<file path="src/hw/axis_flags_pkg.sv">
package axis_flags_pkg;

    // Register indices
    localparam logic [3:0] REG_STATUS    = 4'h0;  // Flags, read only
    localparam logic [3:0] REG_FAULT     = 4'h1;  // Fault flags
    localparam logic [3:0] REG_HW_CAUSE  = 4'h2;  // Hardware causes
    localparam logic [3:0] REG_ERR_INFO  = 4'h3;  // Failed write info
    localparam logic [3:0] REG_COMMAND   = 4'h4;  // Command pulses
    localparam logic [3:0] REG_CLASS     = 4'h5;  // Fault classes
    localparam logic [3:0] REG_IRQ_STAT  = 4'h6;  // Sticky events
    localparam logic [3:0] REG_IRQ_MASK  = 4'h7;  // Interrupt enables

    // Status fields
    localparam int ST_DRIVE_ON   = 0;
    localparam int ST_HALTED     = 1;
    localparam int ST_PENDING    = 2;
    localparam int ST_W_ARMED    = 3;
    localparam int ST_W_HIT      = 4;
    localparam int ST_L_ARMED    = 5;  // Two bits
    localparam int ST_L_HIT      = 7;  // Two bits

    // Fault and class fields
    localparam int FT_HW         = 0;
    localparam int FT_UNIT       = 1;
    localparam int FT_WRITE      = 2;
    localparam int FT_LINK       = 3;

    // Command fields
    localparam int CM_ARM_WATCH  = 0;
    localparam int CM_DIS_WATCH  = 1;
    localparam int CM_ARM_LATCH  = 2;  // Two bits
    localparam int CM_DIS_LATCH  = 4;  // Two bits
    localparam int CM_SET_WRITE  = 6;

    // Event fields
    localparam int EV_W_HIT      = 0;
    localparam int EV_L_HIT      = 1;  // Two bits
    localparam int EV_HW         = 3;
    localparam int EV_UNIT       = 4;
    localparam int EV_WRITE      = 5;
    localparam int EV_LINK       = 6;
    localparam int EV_UPD_DONE   = 7;
    localparam int EV_W          = 8;

    // Reset values
    localparam logic [7:0]  CLASS_RST = 8'h00;  // All non-major
    localparam logic [7:0]  MASK_RST  = 8'h00;  // All masked

    // Misses ridden through
    localparam int MISS_LIMIT = 4;

    // Latch inputs
    localparam int LATCH_N = 2;

    // Watchdog states
    typedef enum logic [0:0] {
        LNK_UP   = 1'b0,
        LNK_LOST = 1'b1
    } link_state_e;

endpackage

</file>
<file path="src/hw/axis_status_fault_flags.sv">
`timescale 1ns/1ps
// Overview of operation
// (RL1) Drive flag follows drive enable
// (RL2) Halted flag high in shutdown
// (RL3) Pending sets on update launch
// (RL4) Pending clears on good reply
// (RL5) Dependants wait for pending clear; the code only shows pending in status and holds back no new launch
// (RL6) Hardware fault sets on any cause
// (RL7) Three faults classed major or minor
// (RL8) Unit fatal sets on module fault
// (RL9) Only reconfiguration clears unit fatal
// (RL10) Failed write: flag, code, identifier
// (RL11) Five misses: link fault, shutdown
// (RL12) Link fault clears on reconnection
// (RL13) Watch armed: set by arm, cleared event/disarm
// (RL14) Watch hit: set by event, cleared arm/disarm
// (RL15) Latch-1 armed: set arm, clear event/disarm
// (RL16) Latch-1 hit: set event, clear arm/disarm
// (RL17) Latch-2 armed: set arm, clear event/disarm
// (RL18) Latch-2 hit: set event, clear arm/disarm
// (RL19) Flags clocked; newer event wins coincidences
module axis_status_fault_flags
    import axis_flags_pkg::*;
#(
    parameter int CAUSE_W = 8,  // Number of hardware fault causes
    parameter int CODE_W  = 8   // Width of error code and identifier
) (
    input  wire logic               i_mclk,
    input  wire logic               i_sys_rst,
    // Register port
    input  wire logic [3:0]         i_addr,
    input  wire logic [31:0]        i_wr_data,
    input  wire logic               i_wr,
    input  wire logic               i_rd,
    output logic      [31:0]        o_rd_data,
    // Axis state
    input  wire logic               i_drive_en,
    input  wire logic               i_shutdown_state,
    input  wire logic [CAUSE_W-1:0] i_hw_fault_causes,
    input  wire logic               i_unit_fault,
    input  wire logic               i_unit_reconfig_done,
    // Setting updates
    input  wire logic               i_fw_setting_update,
    input  wire logic               i_update_ok,
    input  wire logic               i_update_fail,
    input  wire logic [CODE_W-1:0]  i_err_code,
    input  wire logic [CODE_W-1:0]  i_err_id,
    // Cyclic link
    input  wire logic               i_update_slot,
    input  wire logic               i_pos_update,
    input  wire logic               i_link_reestablished,
    // Events
    input  wire logic               i_watch_event,
    input  wire logic [LATCH_N-1:0] i_latch_event,
    // Flag outputs
    output logic                    o_drive_output_on_flag,
    output logic                    o_axis_halted_flag,
    output logic                    o_setting_update_pending,
    output logic                    o_axis_hw_fault,
    output logic                    o_unit_fatal_fault,
    output logic                    o_setting_write_failed,
    output logic                    o_cyclic_link_lost,
    output logic                    o_watch_armed,
    output logic                    o_watch_hit,
    output logic [LATCH_N-1:0]      o_latch_armed,
    output logic [LATCH_N-1:0]      o_latch_hit,
    output logic                    o_major_fault,
    output logic                    o_minor_fault,
    output logic                    o_servo_shutdown,
    output logic                    o_irq
);

    // Register decode
    logic                wr_fault;       // Fault write
    logic                wr_cause;       // Cause write
    logic                wr_cmd;         // Command write
    logic                wr_class;       // Class write
    logic                wr_istat;       // Status write
    logic                wr_imask;       // Mask write

    // Command pulses
    logic                arm_watch_cmd;
    logic                disarm_watch_cmd;
    logic [LATCH_N-1:0]  arm_latch_cmd;
    logic [LATCH_N-1:0]  disarm_latch_cmd;
    logic                program_setting_write_cmd;

    // Stored state
    logic [CAUSE_W-1:0]  cause_q;        // Sticky hardware causes
    logic [CODE_W-1:0]   err_code_q;     // Last failure code
    logic [CODE_W-1:0]   err_id_q;       // Last failure id
    logic [7:0]          class_q;        // One means major
    logic [EV_W-1:0]     istat_q;        // Sticky interrupt events
    logic [EV_W-1:0]     imask_q;        // Interrupt enables
    logic [EV_W-1:0]     ev_set;         // New events
    logic                link_lost_pulse;
    logic [3:0]          faults;         // Fault flags
    logic                major_d;
    logic                minor_d;

    assign wr_fault  = i_wr && (i_addr == REG_FAULT);
    assign wr_cause  = i_wr && (i_addr == REG_HW_CAUSE);
    assign wr_cmd    = i_wr && (i_addr == REG_COMMAND);
    assign wr_class  = i_wr && (i_addr == REG_CLASS);
    assign wr_istat  = i_wr && (i_addr == REG_IRQ_STAT);
    assign wr_imask  = i_wr && (i_addr == REG_IRQ_MASK);

    assign arm_watch_cmd             = wr_cmd && i_wr_data[CM_ARM_WATCH];
    assign disarm_watch_cmd          = wr_cmd && i_wr_data[CM_DIS_WATCH];
    assign arm_latch_cmd             = {LATCH_N{wr_cmd}} & i_wr_data[CM_ARM_LATCH +: LATCH_N];
    assign disarm_latch_cmd          = {LATCH_N{wr_cmd}} & i_wr_data[CM_DIS_LATCH +: LATCH_N];
    assign program_setting_write_cmd = wr_cmd && i_wr_data[CM_SET_WRITE];

    // Drive and halted flags mirror the inputs
    always_ff @(posedge i_mclk) begin
        if (i_sys_rst) begin
            o_drive_output_on_flag <= 1'b0;
            o_axis_halted_flag     <= 1'b0;
        end else begin
            o_drive_output_on_flag <= i_drive_en;        // (RL1)
            o_axis_halted_flag     <= i_shutdown_state;  // (RL2)
        end
    end

    // Pending update; a new launch beats a reply
    always_ff @(posedge i_mclk) begin
        if (i_sys_rst) begin
            o_setting_update_pending <= 1'b0;
        end else if (i_fw_setting_update || program_setting_write_cmd) begin
            o_setting_update_pending <= 1'b1;  // (RL3)
        end else if (i_update_ok) begin
            o_setting_update_pending <= 1'b0;  // (RL4)
        end
    end

    // Causes stick until written one; a new cause wins
    always_ff @(posedge i_mclk) begin
        if (i_sys_rst) begin
            cause_q <= '0;
        end else begin
            cause_q <= (cause_q & ~(wr_cause ? i_wr_data[CAUSE_W-1:0] : '0)) | i_hw_fault_causes;  // (RL6)
        end
    end

    // Hardware fault flag, cleared by write one
    always_ff @(posedge i_mclk) begin
        if (i_sys_rst) begin
            o_axis_hw_fault <= 1'b0;
        end else if (|i_hw_fault_causes) begin
            o_axis_hw_fault <= 1'b1;  // (RL6)
        end else if (wr_fault && i_wr_data[FT_HW]) begin
            o_axis_hw_fault <= 1'b0;
        end
    end

    // Unit fatal fault; only a reconfiguration clears it
    always_ff @(posedge i_mclk) begin
        if (i_sys_rst) begin
            o_unit_fatal_fault <= 1'b0;
        end else if (i_unit_fault) begin
            o_unit_fatal_fault <= 1'b1;  // (RL8)
        end else if (i_unit_reconfig_done) begin
            o_unit_fatal_fault <= 1'b0;  // (RL9)
        end
    end

    // Failed write; code and identifier kept for software
    always_ff @(posedge i_mclk) begin
        if (i_sys_rst) begin
            o_setting_write_failed <= 1'b0;
            err_code_q             <= '0;
            err_id_q               <= '0;
        end else if (i_update_fail) begin
            o_setting_write_failed <= 1'b1;        // (RL10)
            err_code_q             <= i_err_code;  // (RL10)
            err_id_q               <= i_err_id;    // (RL10)
        end else if (wr_fault && i_wr_data[FT_WRITE]) begin
            o_setting_write_failed <= 1'b0;
        end
    end

    // Counts missed updates in a row
    link_miss_watchdog #(
        .LIMIT        (MISS_LIMIT)
    ) u_watchdog (
        .i_mclk       (i_mclk),
        .i_sys_rst    (i_sys_rst),
        .i_slot       (i_update_slot),
        .i_update     (i_pos_update),
        .i_reconnect  (i_link_reestablished),
        .o_lost_pulse (link_lost_pulse)
    );

    // Link fault shuts the servo down until reconnection
    always_ff @(posedge i_mclk) begin
        if (i_sys_rst) begin
            o_cyclic_link_lost <= 1'b0;
            o_servo_shutdown   <= 1'b0;
        end else if (link_lost_pulse) begin
            o_cyclic_link_lost <= 1'b1;  // (RL11)
            o_servo_shutdown   <= 1'b1;  // (RL11)
        end else if (i_link_reestablished) begin
            o_cyclic_link_lost <= 1'b0;  // (RL12)
            o_servo_shutdown   <= 1'b0;
        end
    end

    // Watch flags; arm beats event, event beats hit clear
    always_ff @(posedge i_mclk) begin
        if (i_sys_rst) begin
            o_watch_armed <= 1'b0;
            o_watch_hit   <= 1'b0;
        end else begin
            if (arm_watch_cmd) begin
                o_watch_armed <= 1'b1;  // (RL13)
            end else if (disarm_watch_cmd || (i_watch_event && o_watch_armed)) begin
                o_watch_armed <= 1'b0;  // (RL13)
            end
            if (i_watch_event && o_watch_armed) begin
                o_watch_hit <= 1'b1;    // (RL14)
            end else if (arm_watch_cmd || disarm_watch_cmd) begin
                o_watch_hit <= 1'b0;    // (RL14)
            end
        end
    end

    // Armed and hit pair per input
    // Disarmed inputs ignore events so stray edges report no hit
    for (genvar g = 0; g < LATCH_N; g++) begin : g_latch
        always_ff @(posedge i_mclk) begin
            if (i_sys_rst) begin
                o_latch_armed[g] <= 1'b0;
                o_latch_hit[g]   <= 1'b0;
            end else begin
                if (arm_latch_cmd[g]) begin
                    o_latch_armed[g] <= 1'b1;  // (RL15) (RL17)
                end else if (disarm_latch_cmd[g] || (i_latch_event[g] && o_latch_armed[g])) begin
                    o_latch_armed[g] <= 1'b0;  // (RL15) (RL17)
                end
                if (i_latch_event[g] && o_latch_armed[g]) begin
                    o_latch_hit[g] <= 1'b1;    // (RL16) (RL18)
                end else if (arm_latch_cmd[g] || disarm_latch_cmd[g]) begin
                    o_latch_hit[g] <= 1'b0;    // (RL16) (RL18)
                end
            end
        end
    end

    // Fault classes, software writable
    always_ff @(posedge i_mclk) begin
        if (i_sys_rst) begin
            class_q <= CLASS_RST;
        end else if (wr_class) begin
            class_q <= i_wr_data[7:0];  // (RL7)
        end
    end

    // Split faults into major and non-major; link loss is major
    assign faults = {o_cyclic_link_lost, o_setting_write_failed, o_unit_fatal_fault, o_axis_hw_fault};

    always_comb begin
        major_d = faults[FT_LINK];
        minor_d = 1'b0;
        for (int k = FT_HW; k <= FT_WRITE; k++) begin
            if (faults[k] && class_q[k]) begin
                major_d = 1'b1;  // (RL7)
            end else if (faults[k]) begin
                minor_d = 1'b1;  // (RL7)
            end
        end
    end

    always_ff @(posedge i_mclk) begin
        if (i_sys_rst) begin
            o_major_fault <= 1'b0;
            o_minor_fault <= 1'b0;
        end else begin
            o_major_fault <= major_d;
            o_minor_fault <= minor_d;
        end
    end

    // Interrupt events: hits, faults and update completion
    always_comb begin
        ev_set                     = '0;
        ev_set[EV_W_HIT]           = i_watch_event && o_watch_armed;
        ev_set[EV_L_HIT +: LATCH_N] = i_latch_event & o_latch_armed;
        ev_set[EV_HW]              = |i_hw_fault_causes;
        ev_set[EV_UNIT]            = i_unit_fault;
        ev_set[EV_WRITE]           = i_update_fail;
        ev_set[EV_LINK]            = link_lost_pulse;
        ev_set[EV_UPD_DONE]        = i_update_ok && o_setting_update_pending;
    end

    // Sticky status, write one to clear; a new event wins over the clear
    always_ff @(posedge i_mclk) begin
        if (i_sys_rst) begin
            istat_q <= '0;
        end else begin
            istat_q <= (istat_q & ~(wr_istat ? i_wr_data[EV_W-1:0] : '0)) | ev_set;  // (RL19)
        end
    end

    always_ff @(posedge i_mclk) begin
        if (i_sys_rst) begin
            imask_q <= MASK_RST;
        end else if (wr_imask) begin
            imask_q <= i_wr_data[EV_W-1:0];
        end
    end

    // Level interrupt, a cycle late so the output is a flop
    always_ff @(posedge i_mclk) begin
        if (i_sys_rst) begin
            o_irq <= 1'b0;
        end else begin
            o_irq <= |(istat_q & imask_q);
        end
    end

    // Read data stand one cycle after the strobe, else zero
    // Unmapped and write-only read zero
    always_ff @(posedge i_mclk) begin
        if (i_sys_rst) begin
            o_rd_data <= 32'h0;
        end else begin
            o_rd_data <= 32'h0;
            if (i_rd) begin
                case (i_addr)
                    REG_STATUS: begin
                        o_rd_data[ST_DRIVE_ON] <= o_drive_output_on_flag;
                        o_rd_data[ST_HALTED] <= o_axis_halted_flag;
                        o_rd_data[ST_PENDING] <= o_setting_update_pending;  // (RL5)
                        o_rd_data[ST_W_ARMED] <= o_watch_armed;
                        o_rd_data[ST_W_HIT] <= o_watch_hit;
                        o_rd_data[ST_L_ARMED +: LATCH_N] <= o_latch_armed;
                        o_rd_data[ST_L_HIT +: LATCH_N] <= o_latch_hit;
                    end
                    REG_FAULT: begin
                        o_rd_data[3:0] <= faults;
                    end
                    REG_HW_CAUSE: begin
                        o_rd_data[CAUSE_W-1:0] <= cause_q;
                    end
                    REG_ERR_INFO: begin
                        o_rd_data[CODE_W-1:0] <= err_code_q;
                        o_rd_data[16 +: CODE_W] <= err_id_q;
                    end
                    REG_CLASS: begin
                        o_rd_data[7:0] <= class_q;
                    end
                    REG_IRQ_STAT: begin
                        o_rd_data[EV_W-1:0] <= istat_q;
                    end
                    REG_IRQ_MASK: begin
                        o_rd_data[EV_W-1:0] <= imask_q;
                    end
                    default: begin
                        o_rd_data <= 32'h0;
                    end
                endcase
            end
        end
    end

endmodule

</file>
<file path="src/hw/link_miss_watchdog.sv">
`timescale 1ns/1ps
module link_miss_watchdog
    import axis_flags_pkg::*;
#(
    parameter int LIMIT = MISS_LIMIT
) (
    input  wire logic i_mclk,
    input  wire logic i_sys_rst,
    input  wire logic i_slot,       // One cycle per slot
    input  wire logic i_update,     // Update in this slot
    input  wire logic i_reconnect,  // Link rebuilt
    output logic      o_lost_pulse  // Pulse on limit exceeded
);

    localparam logic [3:0] LIMIT_C = 4'(LIMIT);

    link_state_e state_q;           // Up, or lost until reconnection
    logic [3:0]  miss_q;            // Consecutive misses so far

    // Count misses in a row; an update resets the run
    always_ff @(posedge i_mclk) begin
        if (i_sys_rst) begin
            state_q      <= LNK_UP;
            miss_q       <= 4'h0;
            o_lost_pulse <= 1'b0;
        end else begin
            o_lost_pulse <= 1'b0;
            case (state_q)
                LNK_UP: begin
                    if (i_slot && i_update) begin
                        miss_q <= 4'h0;
                    end else if (i_slot) begin
                        // LIMIT misses ride through, the next faults
                        if (miss_q == LIMIT_C) begin
                            state_q      <= LNK_LOST;  // (RL11)
                            o_lost_pulse <= 1'b1;      // (RL11)
                        end else begin
                            miss_q <= miss_q + 4'h1;   // (RL11)
                        end
                    end
                end
                LNK_LOST: begin
                    // Frozen until the link is rebuilt
                    if (i_reconnect) begin
                        state_q <= LNK_UP;
                        miss_q  <= 4'h0;
                    end
                end
                default: begin
                    state_q <= LNK_UP;
                end
            endcase
        end
    end

endmodule

</file>
<file path="config.mk">
export PLATFORM = sky130hd
export DESIGN_NAME = axis_status_fault_flags
export DESIGN_NICKNAME = d
export VERILOG_FILES = /design/src/hw/axis_flags_pkg.sv /design/src/hw/axis_status_fault_flags.sv /design/src/hw/link_miss_watchdog.sv
export SDC_FILE = /design/constraint.sdc
export NUM_CORES = 1
export LEC_CHECK = 0
export BUFFER_PORTS_ARGS = -buffer_cell sky130_fd_sc_hd__clkbuf_2
export CORE_ASPECT_RATIO = 1.1
export CORE_MARGIN = 4
export CORE_UTILIZATION = 54
export DETAILED_ROUTE_END_ITERATION = 8
export PLACE_DENSITY = 0.83
export SYNTH_ARGS = -nofsm -noshare
export SYNTH_HDL_FRONTEND = slang
export SYNTH_SLANG_ARGS = --single-unit
export TNS_END_PERCENT = 30
</file>
<file path="constraint.sdc">
create_clock -name i_mclk -period 2.3 [get_ports i_mclk]
set_input_delay 0.115 -clock i_mclk [delete_from_list [all_inputs] [get_ports i_mclk]]
set_output_delay 0.115 -clock i_mclk [all_outputs]
set_load 0.005 [all_outputs]
</file>
==> results of run 1 <==
==> metal layers <==
metal | part of all wire (%) | global-route usage (%) | vias up
li1 | - | - | 1649
met1 | 39 | 29.5 | 1543
met2 | 47 | 41.6 | 195
met3 | 9.5 | 6.68 | 38
met4 | 4.4 | 13.2 | 0
met5 | 0 | 0 | -
==> cells by family (layout without fill, tap and decap cells) <==
| group | after synthesis | in the layout |
|---|---|---|
| flip-flops | 87 | 87 |
| XOR/XNOR | 1 | 1 |
| AND/OR/NAND/NOR | 150 | 150 |
| multiplexers | 32 | 32 |
| adder cells (fa/ha/maj) | 2 | 2 |
| buffers and inverters | 48 | 138 |
| other | 1 | 15 |
| AO/OA/AOI/OAI | 100 | 100 |
==> registers in the layout, summed over array words and instances (netlist names), 2 cells and up <==
| register | flops |
|---|---|
| cause_q | 8 |
| class_q | 8 |
| err_code_q | 8 |
| err_id_q | 8 |
| imask_q | 8 |
| istat_q | 8 |
| o_latch_armed | 2 |
| o_latch_hit | 2 |
| o_rd_data | 17 |
| u_watchdog.miss_q | 4 |
==> power breakdown <==
part / internal, mW / switching (mW) / leakage, nW
logic: 0.145 / 0.188 / 1.12
registers: 1.55 / 0.0337 / 0.711
clock network: 0.625 / 0.573 / 0.114
total: 2.32 / 0.794 / 1.94
==> Yosys cell counts (2+ instances only) <==
library cell and count:
sky130_fd_sc_hd__dfxtp_1 87, sky130_fd_sc_hd__a21oi_1 47, sky130_fd_sc_hd__nor2_1 46, sky130_fd_sc_hd__nand2_1 36, sky130_fd_sc_hd__nand3_1 23, sky130_fd_sc_hd__buf_4 19, sky130_fd_sc_hd__mux2i_1 19, sky130_fd_sc_hd__o21ai_0 18
sky130_fd_sc_hd__a22oi_1 10, sky130_fd_sc_hd__and2_1 10, sky130_fd_sc_hd__clkbuf_1 10, sky130_fd_sc_hd__inv_1 9, sky130_fd_sc_hd__nor2b_1 8, sky130_fd_sc_hd__mux2_1 7, sky130_fd_sc_hd__buf_2 5, sky130_fd_sc_hd__buf_6 5
sky130_fd_sc_hd__a221oi_1 4, sky130_fd_sc_hd__a222oi_1 4, sky130_fd_sc_hd__nand2b_1 4, sky130_fd_sc_hd__nand3b_1 4, sky130_fd_sc_hd__nor3_1 4, sky130_fd_sc_hd__a22o_1 3, sky130_fd_sc_hd__mux2_2 3, sky130_fd_sc_hd__nor4_1 3
sky130_fd_sc_hd__a21o_1 2, sky130_fd_sc_hd__a311oi_1 2, sky130_fd_sc_hd__a31oi_1 2, sky130_fd_sc_hd__and3b_1 2, sky130_fd_sc_hd__ha_1 2, sky130_fd_sc_hd__mux4_2 2, sky130_fd_sc_hd__nor3b_1 2, sky130_fd_sc_hd__o21ai_1 2
==> worst max path at each step <==
| stage | end | cells past startpoint |
|---|---|---|
| floorplan | u_watchdog.miss_q[3]$_SDFFE_PP0P_ | 6 |
| global placement | o_latch_hit[1]$_SDFFE_PP0P_ | 5 |
| detailed placement | o_watch_armed$_SDFFE_PP0P_ | 5 |
| CTS | u_watchdog.miss_q[3]$_SDFFE_PP0P_ | 6 |
| global route | u_watchdog.miss_q[3]$_SDFFE_PP0P_ | 6 |
| finish | u_watchdog.miss_q[3]$_SDFFE_PP0P_ | 6 |
==> per-stage QoR <==
step,power (mW),area [µm²],util (%),instances
after floorplan,1.82,3870,-,435
after global placement,1.91,4170,62.1,568
after detailed placement,1.92,4170,62.1,568
after CTS,3.12,4630,69.0,607
after global routing,3.23,4630,69.0,607
final,3.12,4630,69.0,607
==> what timing repair did <==
action	in CTS	in global routing
hold endpoints to repair	23	0
hold buffers	23	0
setup endpoints to repair	0	0
==> final cells by class <==
class                           instances  area [µm²]  share of cell area, %
Sequential cell                        87        1740                   37.6
Clock inverter                          7         104                   2.24
Timing Repair Buffer                  113         691                   14.9
Clock buffer                            9         124                   2.68
Inverter                                9        33.8                  0.730
Tap cell                               82         103                   2.22
Multi-Input combinational cell        300        1830                   39.6
==> worst max-delay path, cell delays in order, from the launching register on <==
cell                       delay (ns)
sky130_fd_sc_hd__dfxtp_1         0.40
sky130_fd_sc_hd__inv_1           0.06
sky130_fd_sc_hd__ha_1            0.21
sky130_fd_sc_hd__and3b_1         0.18
sky130_fd_sc_hd__nor3b_1         0.18
sky130_fd_sc_hd__nor2_1          0.06
sky130_fd_sc_hd__a311oi_1        0.22
==> flow_summary.html, run 1 <==
<table>
<tr><th>Metric</th><th>Value</th></tr>
<tr><th colspan="2">Power and ir drop</th></tr>
<tr><td>Power density over the cells</td><td>674 nW/µm²</td></tr>
<tr><td>Lkg Pwr</td><td>1.94 nW</td></tr>
<tr><td>Max VDD drop</td><td>0.000494 V</td></tr>
<tr><th colspan="2">Place</th></tr>
<tr><td>Placer congestion estimate</td><td>0.927</td></tr>
<tr><td># port buffers</td><td>86</td></tr>
<tr><td>Worst Setup Slack post-DPL</td><td>0.632 ns</td></tr>
<tr><td>Placed wire-length estimate</td><td>7310 µm</td></tr>
<tr><th colspan="2">Timing</th></tr>
<tr><td>Worst-margin pin slew</td><td>0.716 ns</td></tr>
<tr><td>Max Clk Rate</td><td>713 MHz</td></tr>
<tr><td>Setup WS post-layout</td><td>0.897 ns</td></tr>
<tr><td>Min Clock Period, post-route</td><td>1.40 ns</td></tr>
<tr><td>Unrepaired setup endpoints after global routing</td><td>no</td></tr>
<tr><td>Number of endpoints with negative hold slack in the final report</td><td>0</td></tr>
<tr><td>Total of endpoints with negative setup slack in the final report</td><td>0</td></tr>
<tr><td>Worst-case headroom to the max-slew limit</td><td>52.3%</td></tr>
<tr><td>Worst slack on hold paths</td><td>0.0225 ns</td></tr>
<tr><td>Post-route clock period utilization</td><td>61.0%</td></tr>
<tr><td>Maximum clock skew at final layout</td><td>0.0121 ns</td></tr>
<tr><td>Final Max Slew Viols</td><td>0</td></tr>
<tr><td>Final total negative setup slack</td><td>0 ns</td></tr>
<tr><th colspan="2">Floorplanning</th></tr>
<tr><td>Number of placement rows</td><td>31</td></tr>
<tr><td>Effective utilization at floorplan</td><td>56.9%</td></tr>
<tr><td>Number of placed I/O pins</td><td>126</td></tr>
<tr><td>Die Footprint</td><td>8480 µm²</td></tr>
<tr><td>Core Area</td><td>6710 µm²</td></tr>
<tr><td>Die outline width</td><td>88.1 µm</td></tr>
<tr><td>Die Ht</td><td>96.2 µm</td></tr>
<tr><th colspan="2">Global route</th></tr>
<tr><td>Total GRT Usage</td><td>25.1%</td></tr>
<tr><td>Number of antenna violations at the first check in global routing</td><td>0</td></tr>
<tr><td>Vias in the first global route</td><td>3193</td></tr>
<tr><td>Overall overflow remaining after global route</td><td>0</td></tr>
<tr><td>Maximum number of pins on one net before global-route repair</td><td>71</td></tr>
<tr><td>Wire length of the first global-routing pass</td><td>15900 µm</td></tr>
<tr><th colspan="2">CTS</th></tr>
<tr><td>CTS clock-pin slew for the worst setup and hold paths</td><td>0.09 ns</td></tr>
<tr><td>Skew-Pair Late Insertion Delay</td><td>0.36 ns</td></tr>
<tr><td>Sinks on Clock Net</td><td>87</td></tr>
<tr><td>Post-CTS Repair Setup Buffers</td><td>0</td></tr>
<tr><td>CTS HTree Levels</td><td>3</td></tr>
<tr><td>CTS root buf</td><td>sky130_fd_sc_hd__clkbuf_8</td></tr>
<tr><td>Maximum buffer depth of the clock tree</td><td>2</td></tr>
<tr><td>Number of cells upsized or downsized after cts</td><td>0</td></tr>
<tr><td>CTS tree</td><td>built</td></tr>
<tr><td>Number of buffers inserted during clock tree synthesis</td><td>9</td></tr>
<tr><th colspan="2">Worst setup path</th></tr>
<tr><td>Worst r2r path cells</td><td>6</td></tr>
<tr><td>Type of the worst setup path</td><td>register to register</td></tr>
<tr><td>Largest fanout on the critical path</td><td>5</td></tr>
<tr><td>Crit path required time</td><td>2.58 ns</td></tr>
<tr><td>Critical path launch point</td><td>u_watchdog.miss_q[0]$_SDFFE_PP0P_</td></tr>
<tr><td>Kind of capture point of the worst setup path</td><td>register</td></tr>
<tr><td>Startpoint of the worst-slack reg-to-reg timing path</td><td>u_watchdog.miss_q[0]$_SDFFE_PP0P_</td></tr>
<tr><td>Crit path DAT</td><td>1.68 ns</td></tr>
<tr><td>Setup slack on the worst flop-to-flop path</td><td>0.90 ns</td></tr>
<tr><td>CP Launch Type</td><td>register</td></tr>
<tr><td>Crit Reg-Reg Endpoint</td><td>u_watchdog.miss_q[3]$_SDFFE_PP0P_</td></tr>
<tr><th colspan="2">Cells and area</th></tr>
<tr><td>Fillers</td><td>533</td></tr>
<tr><td>Final net count</td><td>599</td></tr>
<tr><td>Diodes inserted</td><td>0</td></tr>
<tr><td>Commonest cells after routing, fill and taps aside</td><td>sky130_fd_sc_hd__dfxtp_1, sky130_fd_sc_hd__clkbuf_2, sky130_fd_sc_hd__a21oi_1, sky130_fd_sc_hd__nor2_1, sky130_fd_sc_hd__nand2_1</td></tr>
<tr><td>Layout overhead on the synthesized area</td><td>21.3%</td></tr>
<tr><td>Share of cells above drive strength 1</td><td>22.9%</td></tr>
<tr><td>Commonest non-fill, non-tap cell in the layout</td><td>sky130_fd_sc_hd__dfxtp_1</td></tr>
<tr><th colspan="2">Synthesis</th></tr>
<tr><td>Multiplexer fraction of the synthesized cell area</td><td>9.51%</td></tr>
<tr><td>Sequential cell area fraction in the yosys report</td><td>45.7%</td></tr>
<tr><td>Fraction of the mapped netlist area in compound gates</td><td>16.0%</td></tr>
<tr><td>Number of synthesized flops with an enable pin</td><td>0</td></tr>
<tr><td>Simple-gate share of the synthesized area</td><td>20.1%</td></tr>
<tr><td>Yosys top cell area share</td><td>45.7%</td></tr>
<tr><td>Cells taking the most area after synthesis</td><td>sky130_fd_sc_hd__dfxtp_1, sky130_fd_sc_hd__a21oi_1, sky130_fd_sc_hd__mux2i_1</td></tr>
<tr><td>Unique masters post-synth</td><td>49</td></tr>
<tr><td>Most used flip-flop cell after synthesis</td><td>sky130_fd_sc_hd__dfxtp_1</td></tr>
<tr><td>Xor/xnor share of the synthesized area</td><td>0.230%</td></tr>
<tr><td>Top cell type by total area after synthesis</td><td>sky130_fd_sc_hd__dfxtp_1</td></tr>
<tr><td>Cell count after synthesis</td><td>421</td></tr>
<tr><td>Arithmetic-cell share of the synthesized area counting full adders, half adders and majority gates</td><td>0.656%</td></tr>
<tr><td>Number of warning messages in the yosys log</td><td>0</td></tr>
<tr><td>Share of synthesized flip-flops with an asynchronous set or reset</td><td>0%</td></tr>
<tr><td>Register bit count reported by yosys</td><td>87</td></tr>
<tr><td>Cell area after synthesis</td><td>3810 µm²</td></tr>
<tr><td>Largest family of logic cells by synthesized area</td><td>simple AND/OR/NAND/NOR gates</td></tr>
<tr><td>Post-synthesis area per instance</td><td>9.06 µm²</td></tr>
<tr><th colspan="2">Drt</th></tr>
<tr><td>Final routed wire length divided by cell count</td><td>17.1 µm</td></tr>
<tr><td>Total number of vias</td><td>3425</td></tr>
<tr><td>Initial DRC Count</td><td>457</td></tr>
<tr><td>Final ANT Viol Nets</td><td>0</td></tr>
<tr><td>Routed wire length</td><td>10400 µm</td></tr>
<tr><td>Average vias per placed instance</td><td>5.64</td></tr>
<tr><td>Pre-antenna DRT Iters</td><td>6</td></tr>
<tr><td>Residual DRC</td><td>0</td></tr>
<tr><th colspan="2">Hold path</th></tr>
<tr><td>Min-Delay Startpoint</td><td>i_latch_event[1]</td></tr>
<tr><td>Worst hold path class</td><td>input pin to register</td></tr>
<tr><td>Worst Hold End</td><td>o_latch_hit[1]$_SDFFE_PP0P_</td></tr>
<tr><td>Count of cells along the worst hold path</td><td>3</td></tr>
<tr><th colspan="2">Run status</th></tr>
<tr><td>Result of the run</td><td>finished clean</td></tr>
<tr><th colspan="2">Flow run</th></tr>
<tr><td>Number of max-cap violations</td><td>0</td></tr>
</table>
Power figures use the tool's default switching activity.
==> inputs of run 2 (changes only) <==
--- a/config.mk
+++ b/config.mk
@@ -8,9 +8,9 @@
 export BUFFER_PORTS_ARGS = -buffer_cell sky130_fd_sc_hd__clkbuf_2
 export CORE_ASPECT_RATIO = 1.1
 export CORE_MARGIN = 4
-export CORE_UTILIZATION = 54
+export CORE_UTILIZATION = 50
 export DETAILED_ROUTE_END_ITERATION = 8
-export PLACE_DENSITY = 0.83
+export PLACE_DENSITY = 0.77
 export SYNTH_ARGS = -nofsm -noshare
 export SYNTH_HDL_FRONTEND = slang
 export SYNTH_SLANG_ARGS = --single-unit
==> constraint.sdc (replaced) <==
create_clock -name i_mclk -period 1.4 [get_ports i_mclk]
set_input_delay 0.07 -clock i_mclk [delete_from_list [all_inputs] [get_ports i_mclk]]
set_output_delay 0.07 -clock i_mclk [all_outputs]
set_load 0.005 [all_outputs]
==> flow_summary.html, run 2 (same netlist as run 1, synthesis figures left out) <==
<table>
<tr><th>Metric</th><th>Value</th></tr>
<tr><th colspan="2">Timing</th></tr>
<tr><td>Post-route clock period utilization</td><td>97.1% (was 61.0%)</td></tr>
<tr><td>Min Clock Period, post-route</td><td>1.36 ns (was 1.40 ns)</td></tr>
<tr><td>Maximum clock skew at final layout</td><td>0.00898 ns (was 0.0121 ns)</td></tr>
<tr><td>Number of endpoints with negative hold slack in the final report</td><td>0 (unchanged)</td></tr>
<tr><td>Worst-case headroom to the max-slew limit</td><td>57.4% (was 52.3%)</td></tr>
<tr><td>Worst-margin pin slew</td><td>0.638 ns (was 0.716 ns)</td></tr>
<tr><td>Max Clk Rate</td><td>736 MHz (was 713 MHz)</td></tr>
<tr><td>Total of endpoints with negative setup slack in the final report</td><td>0 (unchanged)</td></tr>
<tr><td>Final Max Slew Viols</td><td>0 (unchanged)</td></tr>
<tr><td>Worst slack on hold paths</td><td>0.0186 ns (was 0.0225 ns)</td></tr>
<tr><td>Final total negative setup slack</td><td>0 ns (unchanged)</td></tr>
<tr><td>Setup WS post-layout</td><td>0.0408 ns (was 0.897 ns)</td></tr>
<tr><th colspan="2">Global route</th></tr>
<tr><td>Maximum number of pins on one net before global-route repair</td><td>71 (unchanged)</td></tr>
<tr><td>Total GRT Usage</td><td>24.4% (was 25.1%)</td></tr>
<tr><td>Wire length of the first global-routing pass</td><td>17300 µm (was 15900 µm)</td></tr>
<tr><td>Number of antenna violations at the first check in global routing</td><td>0 (unchanged)</td></tr>
<tr><td>Overall overflow remaining after global route</td><td>0 (unchanged)</td></tr>
<tr><td>Vias in the first global route</td><td>3384 (was 3193)</td></tr>
<tr><th colspan="2">Worst setup path</th></tr>
<tr><td>Crit Reg-Reg Endpoint</td><td>u_watchdog.miss_q[3]$_SDFFE_PP0P_ (unchanged)</td></tr>
<tr><td>Largest fanout on the critical path</td><td>2 (was 5)</td></tr>
<tr><td>Longest individual stage delay on the worst path</td><td>0.35 ns (was 0.40 ns)</td></tr>
<tr><td>Critical path launch point</td><td>u_watchdog.miss_q[0]$_SDFFE_PP0P_ (unchanged)</td></tr>
<tr><td>Setup slack on the worst flop-to-flop path</td><td>0.04 ns (was 0.90 ns)</td></tr>
<tr><td>Cell Chain, Critical Path</td><td>inv_1, ha_1, and3b_1, nor3b_1, nor2_1, a311oi_1 (unchanged)</td></tr>
<tr><td>Cell family contributing the most delay on the critical path</td><td>simple AND/OR/NAND/NOR gates (unchanged)</td></tr>
<tr><td>CP Launch Type</td><td>register (unchanged)</td></tr>
<tr><td>Worst r2r path cells</td><td>6 (unchanged)</td></tr>
<tr><td>Crit path DAT</td><td>1.64 ns (was 1.68 ns)</td></tr>
<tr><td>Path length in cells of the critical path</td><td>6 (unchanged)</td></tr>
<tr><td>Kind of capture point of the worst setup path</td><td>register (unchanged)</td></tr>
<tr><td>Startpoint of the worst-slack reg-to-reg timing path</td><td>u_watchdog.miss_q[0]$_SDFFE_PP0P_ (unchanged)</td></tr>
<tr><td>Type of the worst setup path</td><td>register to register (unchanged)</td></tr>
<tr><td>Crit path required time</td><td>1.68 ns (was 2.58 ns)</td></tr>
<tr><td>Worst-path cell with the longest stage delay</td><td>sky130_fd_sc_hd__dfxtp_1 (unchanged)</td></tr>
<tr><td>Worst Setup EP</td><td>u_watchdog.miss_q[3]$_SDFFE_PP0P_ (unchanged)</td></tr>
<tr><td>WP buf/inv</td><td>1 (unchanged)</td></tr>
<tr><th colspan="2">Drt</th></tr>
<tr><td>Total number of vias</td><td>3558 (was 3425)</td></tr>
<tr><td>Routed wire length</td><td>10900 µm (was 10400 µm)</td></tr>
<tr><td>Initial DRC Count</td><td>400 (was 457)</td></tr>
<tr><td>Average vias per placed instance</td><td>5.53 (was 5.64)</td></tr>
<tr><td>Pre-antenna DRT Iters</td><td>5 (was 6)</td></tr>
<tr><td>Final routed wire length divided by cell count</td><td>17.0 µm (was 17.1 µm)</td></tr>
<tr><td>Final ANT Viol Nets</td><td>0 (unchanged)</td></tr>
<tr><td>Residual DRC</td><td>0 (unchanged)</td></tr>
<tr><th colspan="2">Run status</th></tr>
<tr><td>Result of the run</td><td>finished clean (unchanged)</td></tr>
<tr><th colspan="2">Cells and area</th></tr>
<tr><td>Fillers</td><td>605 (was 533)</td></tr>
<tr><td>Post-layout utilization of the core</td><td>66.2% (was 69.0%)</td></tr>
<tr><td>Diodes inserted</td><td>0 (unchanged)</td></tr>
<tr><td>Final net count</td><td>630 (was 599)</td></tr>
<tr><td>Share of cells above drive strength 1</td><td>25.5% (was 22.9%)</td></tr>
<tr><td>Number of standard cells in the final layout excluding fillers</td><td>643 (was 607)</td></tr>
<tr><td>Layout overhead on the synthesized area</td><td>29.0% (was 21.3%)</td></tr>
<tr><td>Max reg flops</td><td>17 (unchanged)</td></tr>
<tr><td>Final Instance Area</td><td>4920 µm² (was 4630 µm²)</td></tr>
<tr><td>Commonest cells after routing, fill and taps aside</td><td>sky130_fd_sc_hd__dfxtp_1, sky130_fd_sc_hd__clkbuf_2, sky130_fd_sc_hd__a21oi_1, sky130_fd_sc_hd__nor2_1, sky130_fd_sc_hd__nand2_1 (unchanged)</td></tr>
<tr><td>Register with the most flip-flops</td><td>o_rd_data (unchanged)</td></tr>
<tr><th colspan="2">Place</th></tr>
<tr><td>Worst Setup Slack post-DPL</td><td>0.0359 ns (was 0.632 ns)</td></tr>
<tr><td># port buffers</td><td>86 (unchanged)</td></tr>
<tr><td>Placer congestion estimate</td><td>1.01 (was 0.927)</td></tr>
<tr><td>Placed insts</td><td>593 (was 568)</td></tr>
<tr><td>Placed instance area</td><td>4390 µm² (was 4170 µm²)</td></tr>
<tr><td>Placed wire-length estimate</td><td>7910 µm (was 7310 µm)</td></tr>
<tr><th colspan="2">Floorplanning</th></tr>
<tr><td>Die outline width</td><td>91.3 µm (was 88.1 µm)</td></tr>
<tr><td>Number of placement rows</td><td>33 (was 31)</td></tr>
<tr><td>Number of placed I/O pins</td><td>126 (unchanged)</td></tr>
<tr><td>Core Area</td><td>7430 µm² (was 6710 µm²)</td></tr>
<tr><td>Die Footprint</td><td>9090 µm² (was 8480 µm²)</td></tr>
<tr><td>Die Ht</td><td>99.6 µm (was 96.2 µm)</td></tr>
<tr><td>Effective utilization at floorplan</td><td>51.3% (was 56.9%)</td></tr>
<tr><th colspan="2">Power and ir drop</th></tr>
<tr><td>Power density over the cells</td><td>988 nW/µm² (was 674 nW/µm²)</td></tr>
<tr><td>Total design power</td><td>4.86 mW (was 3.12 mW)</td></tr>
<tr><td>Max VDD drop</td><td>0.000621 V (was 0.000494 V)</td></tr>
<tr><td>Lkg Pwr</td><td>2.09 nW (was 1.94 nW)</td></tr>
<tr><th colspan="2">CTS</th></tr>
<tr><td>Maximum buffer depth of the clock tree</td><td>2 (unchanged)</td></tr>
<tr><td>CTS HTree Levels</td><td>3 (unchanged)</td></tr>
<tr><td>CTS root buf</td><td>sky130_fd_sc_hd__clkbuf_8 (unchanged)</td></tr>
<tr><td>Skew-Pair Late Insertion Delay</td><td>0.36 ns (about the same)</td></tr>
<tr><td>CTS tree</td><td>built (unchanged)</td></tr>
<tr><td>Number of buffers inserted during clock tree synthesis</td><td>9 (unchanged)</td></tr>
<tr><td>Sinks on Clock Net</td><td>87 (unchanged)</td></tr>
<tr><td>CTS clock-pin slew for the worst setup and hold paths</td><td>0.08 ns (was 0.09 ns)</td></tr>
<tr><td>Post-CTS Repair Setup Buffers</td><td>0 (unchanged)</td></tr>
<tr><th colspan="2">Flow run</th></tr>
<tr><td>Number of max-cap violations</td><td>0 (unchanged)</td></tr>
<tr><th colspan="2">Hold path</th></tr>
<tr><td>Worst hold path class</td><td>input pin to register (unchanged)</td></tr>
</table>
-- run 2: cell types whose count changed in the layout (fill, tap and decap cells not counted) --
| cell | delta |
|---|---|
| sky130_fd_sc_hd__buf_12 | +5 |
| sky130_fd_sc_hd__dfxtp_2 | +1 |
| sky130_fd_sc_hd__clkinv_2 | +3 |
| sky130_fd_sc_hd__clkbuf_8 | +2 |
| sky130_fd_sc_hd__inv_6 | -2 |
| sky130_fd_sc_hd__buf_4 | +15 |
| sky130_fd_sc_hd__a311oi_2 | +1 |
| sky130_fd_sc_hd__clkinv_4 | -1 |
| sky130_fd_sc_hd__bufinv_16 | -2 |
| sky130_fd_sc_hd__dfxtp_1 | -1 |
| sky130_fd_sc_hd__a311oi_1 | -1 |
| sky130_fd_sc_hd__dlygate4sd3_1 | +11 |
-- run 2: worst min-delay path, stage by stage --
cell and delay, ns:
sky130_fd_sc_hd__clkbuf_2 0.09, sky130_fd_sc_hd__inv_1 0.05, sky130_fd_sc_hd__nand2_1 0.06, sky130_fd_sc_hd__a21oi_1 0.06
-- run 2: worst min-delay path by stage --
| stage | slack, ns | startpoint | cells past startpoint | endpoint |
|---|---|---|---|---|
| after floorplan | 0.19 | i_hw_fault_causes[0] | 2 | cause_q[0]$_SDFF_PP0_ |
| after CTS | 0.009 | i_wr_data[6] | 3 | imask_q[6]$_SDFFE_PP0P_ |
| after global routing | 0.04 | i_wr_data[6] | 3 | imask_q[6]$_SDFFE_PP0P_ |
| after global placement | 0.28 | i_drive_en | 2 | o_drive_output_on_flag$_SDFF_PP0_ |
| final | 0.02 | i_link_reestablished | 4 | u_watchdog.state_q$_SDFF_PP0_ |
| after detailed placement | 0.29 | i_drive_en | 2 | o_drive_output_on_flag$_SDFF_PP0_ |
-- run 2: layout make-up --
cell class / instances / area, µm² / area share, %
multi-input cells: 300 / 1840 / 37.3
flip-flops and latches: 87 / 1740 / 35.4
repair buffers: 144 / 1010 / 20.6
clock buffers: 11 / 151 / 3.08
well taps: 87 / 109 / 2.21
inverters: 9 / 33.8 / 0.687
clock inverters: 5 / 32.5 / 0.661
-- run 2: routing by layer --
layer  GRT usage [%]  share of wire [%]  wire length [µm]
met1            31.3                 42              4640
met2            39.7                 48              5210
met3            3.86                5.9               639
met4            12.9                4.0               435
met5               0                  0                 0
-- run 2: power by group --
part / internal (mW) / total (mW) / switching [mW]
Sequential: 2.55 / 2.61 / 0.0613
Combinational: 0.302 / 0.620 / 0.318
Clock: 0.738 / 1.62 / 0.886
-- run 2: timing repair --
action | in CTS | in global routing
hold buffers | 34 | 0
resized for setup | 0 | 2
hold endpoints to repair | 41 | 0
endpoints found under the setup margin | 0 | 3
==> inputs of run 3 (changes only) <==
--- a/config.mk
+++ b/config.mk
@@ -5,6 +5,7 @@
 export SDC_FILE = /design/constraint.sdc
 export NUM_CORES = 1
 export LEC_CHECK = 0
+export ABC_AREA = 1
 export BUFFER_PORTS_ARGS = -buffer_cell sky130_fd_sc_hd__clkbuf_2
 export CORE_ASPECT_RATIO = 1.1
 export CORE_MARGIN = 4
==> flow_summary.html, run 3 <==
<table>
<tr><th>Metric</th><th>Value</th></tr>
<tr><th colspan="2">Worst setup path</th></tr>
<tr><td>Largest fanout on the critical path</td><td>5 (was 2)</td></tr>
<tr><td>CP Launch Type</td><td>register (unchanged)</td></tr>
<tr><td>Worst r2r path cells</td><td>10 (was 6)</td></tr>
<tr><td>Kind of capture point of the worst setup path</td><td>register (unchanged)</td></tr>
<tr><td>Crit path DAT</td><td>1.52 ns (was 1.64 ns)</td></tr>
<tr><td>Crit path required time</td><td>1.65 ns (was 1.68 ns)</td></tr>
<tr><td>Type of the worst setup path</td><td>register to register (unchanged)</td></tr>
<tr><th colspan="2">Power and ir drop</th></tr>
<tr><td>Total design power</td><td>5.45 mW (was 4.86 mW)</td></tr>
<tr><td>Lkg Pwr</td><td>2.30 nW (was 2.09 nW)</td></tr>
<tr><td>Power density over the cells</td><td>1140 nW/µm² (was 988 nW/µm²)</td></tr>
<tr><td>Max VDD drop</td><td>0.000711 V (was 0.000621 V)</td></tr>
<tr><th colspan="2">Timing</th></tr>
<tr><td>Final Max Slew Viols</td><td>0 (unchanged)</td></tr>
<tr><td>Max Clk Rate</td><td>789 MHz (was 736 MHz)</td></tr>
<tr><td>Post-route clock period utilization</td><td>90.5% (was 97.1%)</td></tr>
<tr><td>Final total negative setup slack</td><td>0 ns (unchanged)</td></tr>
<tr><td>Min Clock Period, post-route</td><td>1.27 ns (was 1.36 ns)</td></tr>
<tr><td>Total of endpoints with negative setup slack in the final report</td><td>0 (unchanged)</td></tr>
<tr><td>Number of endpoints with negative hold slack in the final report</td><td>0 (unchanged)</td></tr>
<tr><td>Maximum clock skew at final layout</td><td>0.00817 ns (was 0.00898 ns)</td></tr>
<tr><td>Worst-margin pin slew</td><td>0.561 ns (was 0.638 ns)</td></tr>
<tr><td>Worst-case headroom to the max-slew limit</td><td>62.6% (was 57.4%)</td></tr>
<tr><td>Worst slack on hold paths</td><td>0.00788 ns (was 0.0186 ns)</td></tr>
<tr><th colspan="2">Synthesis</th></tr>
<tr><td>Top cell type by total area after synthesis</td><td>sky130_fd_sc_hd__dfxtp_1 (unchanged)</td></tr>
<tr><td>Post-synthesis area per instance</td><td>6.97 µm² (was 9.06 µm²)</td></tr>
<tr><td>Cell count after synthesis</td><td>542 (was 421)</td></tr>
<tr><td>Multiplexer fraction of the synthesized cell area</td><td>0% (was 9.51%)</td></tr>
<tr><td>Largest family of logic cells by synthesized area</td><td>simple AND/OR/NAND/NOR gates (unchanged)</td></tr>
<tr><td>Simple-gate share of the synthesized area</td><td>29.7% (was 20.1%)</td></tr>
<tr><td>Most used standard cells in the synthesized netlist</td><td>sky130_fd_sc_hd__nand2_1, sky130_fd_sc_hd__dfxtp_1, sky130_fd_sc_hd__nor2_1, sky130_fd_sc_hd__inv_1, sky130_fd_sc_hd__a21oi_1 (was sky130_fd_sc_hd__dfxtp_1, sky130_fd_sc_hd__a21oi_1, sky130_fd_sc_hd__nor2_1, sky130_fd_sc_hd__nand2_1, sky130_fd_sc_hd__nand3_1)</td></tr>
<tr><td>Number of synthesized flops with an enable pin</td><td>0 (unchanged)</td></tr>
<tr><td>Unique masters post-synth</td><td>23 (was 49)</td></tr>
<tr><td>Number of warning messages in the yosys log</td><td>0 (unchanged)</td></tr>
<tr><td>Yosys top cell area share</td><td>46.1% (was 45.7%)</td></tr>
<tr><td>Fraction of the mapped netlist area in compound gates</td><td>12.5% (was 16.0%)</td></tr>
<tr><td>Most instantiated library cell after synthesis</td><td>sky130_fd_sc_hd__nand2_1 (was sky130_fd_sc_hd__dfxtp_1)</td></tr>
<tr><td>Xor/xnor share of the synthesized area</td><td>0% (was 0.230%)</td></tr>
<tr><td>Most used flip-flop cell after synthesis</td><td>sky130_fd_sc_hd__dfxtp_1 (unchanged)</td></tr>
<tr><td>Cells taking the most area after synthesis</td><td>sky130_fd_sc_hd__dfxtp_1, sky130_fd_sc_hd__nand2_1, sky130_fd_sc_hd__nor2_1 (was sky130_fd_sc_hd__dfxtp_1, sky130_fd_sc_hd__a21oi_1, sky130_fd_sc_hd__mux2i_1)</td></tr>
<tr><td>Register bit count reported by yosys</td><td>87 (unchanged)</td></tr>
<tr><td>Cell area after synthesis</td><td>3780 µm² (was 3810 µm²)</td></tr>
<tr><td>Arithmetic-cell share of the synthesized area counting full adders, half adders and majority gates</td><td>0.662% (was 0.656%)</td></tr>
<tr><td>Share of synthesized flip-flops with an asynchronous set or reset</td><td>0% (unchanged)</td></tr>
<tr><td>Sequential cell area fraction in the yosys report</td><td>46.1% (was 45.7%)</td></tr>
<tr><th colspan="2">CTS</th></tr>
<tr><td>CTS root buf</td><td>sky130_fd_sc_hd__clkbuf_8 (unchanged)</td></tr>
<tr><td>CTS tree</td><td>built (unchanged)</td></tr>
<tr><td>Maximum buffer depth of the clock tree</td><td>2 (unchanged)</td></tr>
<tr><td>Number of buffers inserted during clock tree synthesis</td><td>9 (unchanged)</td></tr>
<tr><td>Skew-Pair Late Insertion Delay</td><td>0.35 ns (was 0.36 ns)</td></tr>
<tr><td>CTS HTree Levels</td><td>3 (unchanged)</td></tr>
<tr><td>Sinks on Clock Net</td><td>87 (unchanged)</td></tr>
<tr><td>Post-CTS Repair Setup Buffers</td><td>0 (unchanged)</td></tr>
<tr><td>CTS clock-pin slew for the worst setup and hold paths</td><td>0.08 ns (about the same)</td></tr>
<tr><th colspan="2">Floorplanning</th></tr>
<tr><td>Die outline width</td><td>90.9 µm (was 91.3 µm)</td></tr>
<tr><td>Effective utilization at floorplan</td><td>52.7% (was 51.3%)</td></tr>
<tr><td>Core Area</td><td>7170 µm² (was 7430 µm²)</td></tr>
<tr><td>Number of placed I/O pins</td><td>126 (unchanged)</td></tr>
<tr><td>Die Footprint</td><td>9010 µm² (was 9090 µm²)</td></tr>
<tr><td>Number of placement rows</td><td>32 (was 33)</td></tr>
<tr><td>Die Ht</td><td>99.2 µm (was 99.6 µm)</td></tr>
<tr><th colspan="2">Global route</th></tr>
<tr><td>Overall overflow remaining after global route</td><td>0 (unchanged)</td></tr>
<tr><td>Total GRT Usage</td><td>23.6% (was 24.4%)</td></tr>
<tr><td>Wire length of the first global-routing pass</td><td>16900 µm (was 17300 µm)</td></tr>
<tr><td>Number of antenna violations at the first check in global routing</td><td>0 (unchanged)</td></tr>
<tr><td>Vias in the first global route</td><td>3470 (was 3384)</td></tr>
<tr><td>Maximum number of pins on one net before global-route repair</td><td>24 (was 71)</td></tr>
<tr><th colspan="2">Place</th></tr>
<tr><td>Placed insts</td><td>708 (was 593)</td></tr>
<tr><td>Placer congestion estimate</td><td>0.960 (was 1.01)</td></tr>
<tr><td>Placed wire-length estimate</td><td>7690 µm (was 7910 µm)</td></tr>
<tr><td># port buffers</td><td>86 (unchanged)</td></tr>
<tr><th colspan="2">Cells and area</th></tr>
<tr><td>Commonest non-fill, non-tap cell in the layout</td><td>sky130_fd_sc_hd__nand2_1</td></tr>
<tr><td>Share of cells above drive strength 1</td><td>19.3% (was 25.5%)</td></tr>
<tr><td>Register with the most flip-flops</td><td>o_rd_data (unchanged)</td></tr>
<tr><td>Commonest cells after routing, fill and taps aside</td><td>sky130_fd_sc_hd__nand2_1, sky130_fd_sc_hd__dfxtp_1, sky130_fd_sc_hd__clkbuf_2, sky130_fd_sc_hd__nor2_1, sky130_fd_sc_hd__inv_1 (was sky130_fd_sc_hd__dfxtp_1, sky130_fd_sc_hd__clkbuf_2, sky130_fd_sc_hd__a21oi_1, sky130_fd_sc_hd__nor2_1, sky130_fd_sc_hd__nand2_1)</td></tr>
<tr><td>Max reg flops</td><td>17 (unchanged)</td></tr>
<tr><td>Number of standard cells in the final layout excluding fillers</td><td>748 (was 643)</td></tr>
<tr><td>Post-layout utilization of the core</td><td>66.7% (was 66.2%)</td></tr>
<tr><td>Layout overhead on the synthesized area</td><td>26.4% (was 29.0%)</td></tr>
<tr><td>Diodes inserted</td><td>0 (unchanged)</td></tr>
<tr><td>Final net count</td><td>737 (was 630)</td></tr>
<tr><th colspan="2">Drt</th></tr>
<tr><td>Residual DRC</td><td>0 (unchanged)</td></tr>
<tr><td>Final ANT Viol Nets</td><td>0 (unchanged)</td></tr>
<tr><td>Pre-antenna DRT Iters</td><td>5 (unchanged)</td></tr>
<tr><td>Total number of vias</td><td>3783 (was 3558)</td></tr>
<tr><td>Average vias per placed instance</td><td>5.06 (was 5.53)</td></tr>
<tr><td>Final routed wire length divided by cell count</td><td>14.1 µm (was 17.0 µm)</td></tr>
<tr><td>Routed wire length</td><td>10600 µm (was 10900 µm)</td></tr>
<tr><td>Initial DRC Count</td><td>293 (was 400)</td></tr>
<tr><th colspan="2">Run status</th></tr>
<tr><td>Result of the run</td><td>finished clean (unchanged)</td></tr>
<tr><th colspan="2">Hold path</th></tr>
<tr><td>Count of cells along the worst hold path</td><td>4 (unchanged)</td></tr>
<tr><td>Worst hold path class</td><td>input pin to register (unchanged)</td></tr>
<tr><th colspan="2">Flow run</th></tr>
<tr><td>Number of max-cap violations</td><td>0 (unchanged)</td></tr>
</table>
==> run 3: cell count changes in the layout (fill, tap and decap cells not counted), sizes merged, moves of 13 or more <==
cell,before,now
mux2i,19,0
inv,9,59
buf,24,11
nand3,23,38
nor2,48,85
o21ai,20,33
nand2,37,142
==> run 3: critical path, stage by stage (launching register included) <==
cell and delay (ns):
sky130_fd_sc_hd__dfxtp_1 0.37, sky130_fd_sc_hd__inv_1 0.07, sky130_fd_sc_hd__ha_1 0.18, sky130_fd_sc_hd__nand2_1 0.06
sky130_fd_sc_hd__inv_1 0.03, sky130_fd_sc_hd__nand3_1 0.09, sky130_fd_sc_hd__nand2_2 0.10, sky130_fd_sc_hd__nand2_2 0.12
sky130_fd_sc_hd__nand2_1 0.06, sky130_fd_sc_hd__nand2_1 0.05, sky130_fd_sc_hd__nor2_1 0.04
==> run 3: cell type report <==
cell class,instances,area (µm²)
tap,85,106
sequential,87,1740
multi-input combinational,380,1680
fill,665,2390
inverter,59,221
clock buffer,11,141
clock inverter,5,129
timing repair buffer,121,753
==> run 3: logic make-up (layout without fill, tap and decap cells) <==
| family | Yosys count | in the layout |
|---|---|---|
| fa+ha+maj | 2 | 2 |
| buf+inv | 89 | 196 |
| simple gates | 270 | 270 |
| compound gates | 93 | 93 |
| other cells | 1 | 15 |
| flops | 87 | 87 |
==> run 3: path summary, 6_finish.rpt <==
check	start	end	slack, ns
worst max-delay path	u_watchdog.miss_q[1]$_SDFFE_PP0P_	u_watchdog.miss_q[3]$_SDFFE_PP0P_	0.13
worst max register to register	u_watchdog.miss_q[1]$_SDFFE_PP0P_	u_watchdog.miss_q[3]$_SDFFE_PP0P_	0.13
worst min-delay path	i_unit_reconfig_done	o_unit_fatal_fault$_SDFFE_PP0P_	0.008
worst min register to register	err_id_q[0]$_SDFFE_PP0P_	o_rd_data[16]$_SDFF_PP0_	0.43
==> run 3: where the power goes <==
group	internal [mW]	leakage (nW)	total [mW]	switching [mW]
sequential	2.57	0.713	2.62	0.0582
clock	1.42	0.134	2.30	0.880
combinational	0.218	1.45	0.527	0.309
total	4.20	2.30	5.45	1.25
==> run 3: metrics by stage <==
stage / setup slack (ns) / instance area (µm²)
after global routing: -0.0114 / 4780
after detailed placement: 0.0570 / 4260
final: 0.132 / 4780
after floorplan: 0.186 / 3830
after global placement: 0.103 / 4260
after CTS: 0.0453 / 4770
==> run 3: metal layers <==
metal / part of all wire [%] / vias to the layer above / track usage, %
met5: 0 / - / 0
met4: 2.3 / 0 / 8.47
met3: 6.7 / 21 / 2.95
met2: 49 / 147 / 39.4
met1: 43 / 1705 / 31.5
li1: - / 1910 / -
==> run 3: what timing repair did <==
item	in CTS	in global routing
endpoints found under the hold margin	28	0
hold buffers	24	0
setup endpoints to repair	0	4
gates resized for setup	0	3
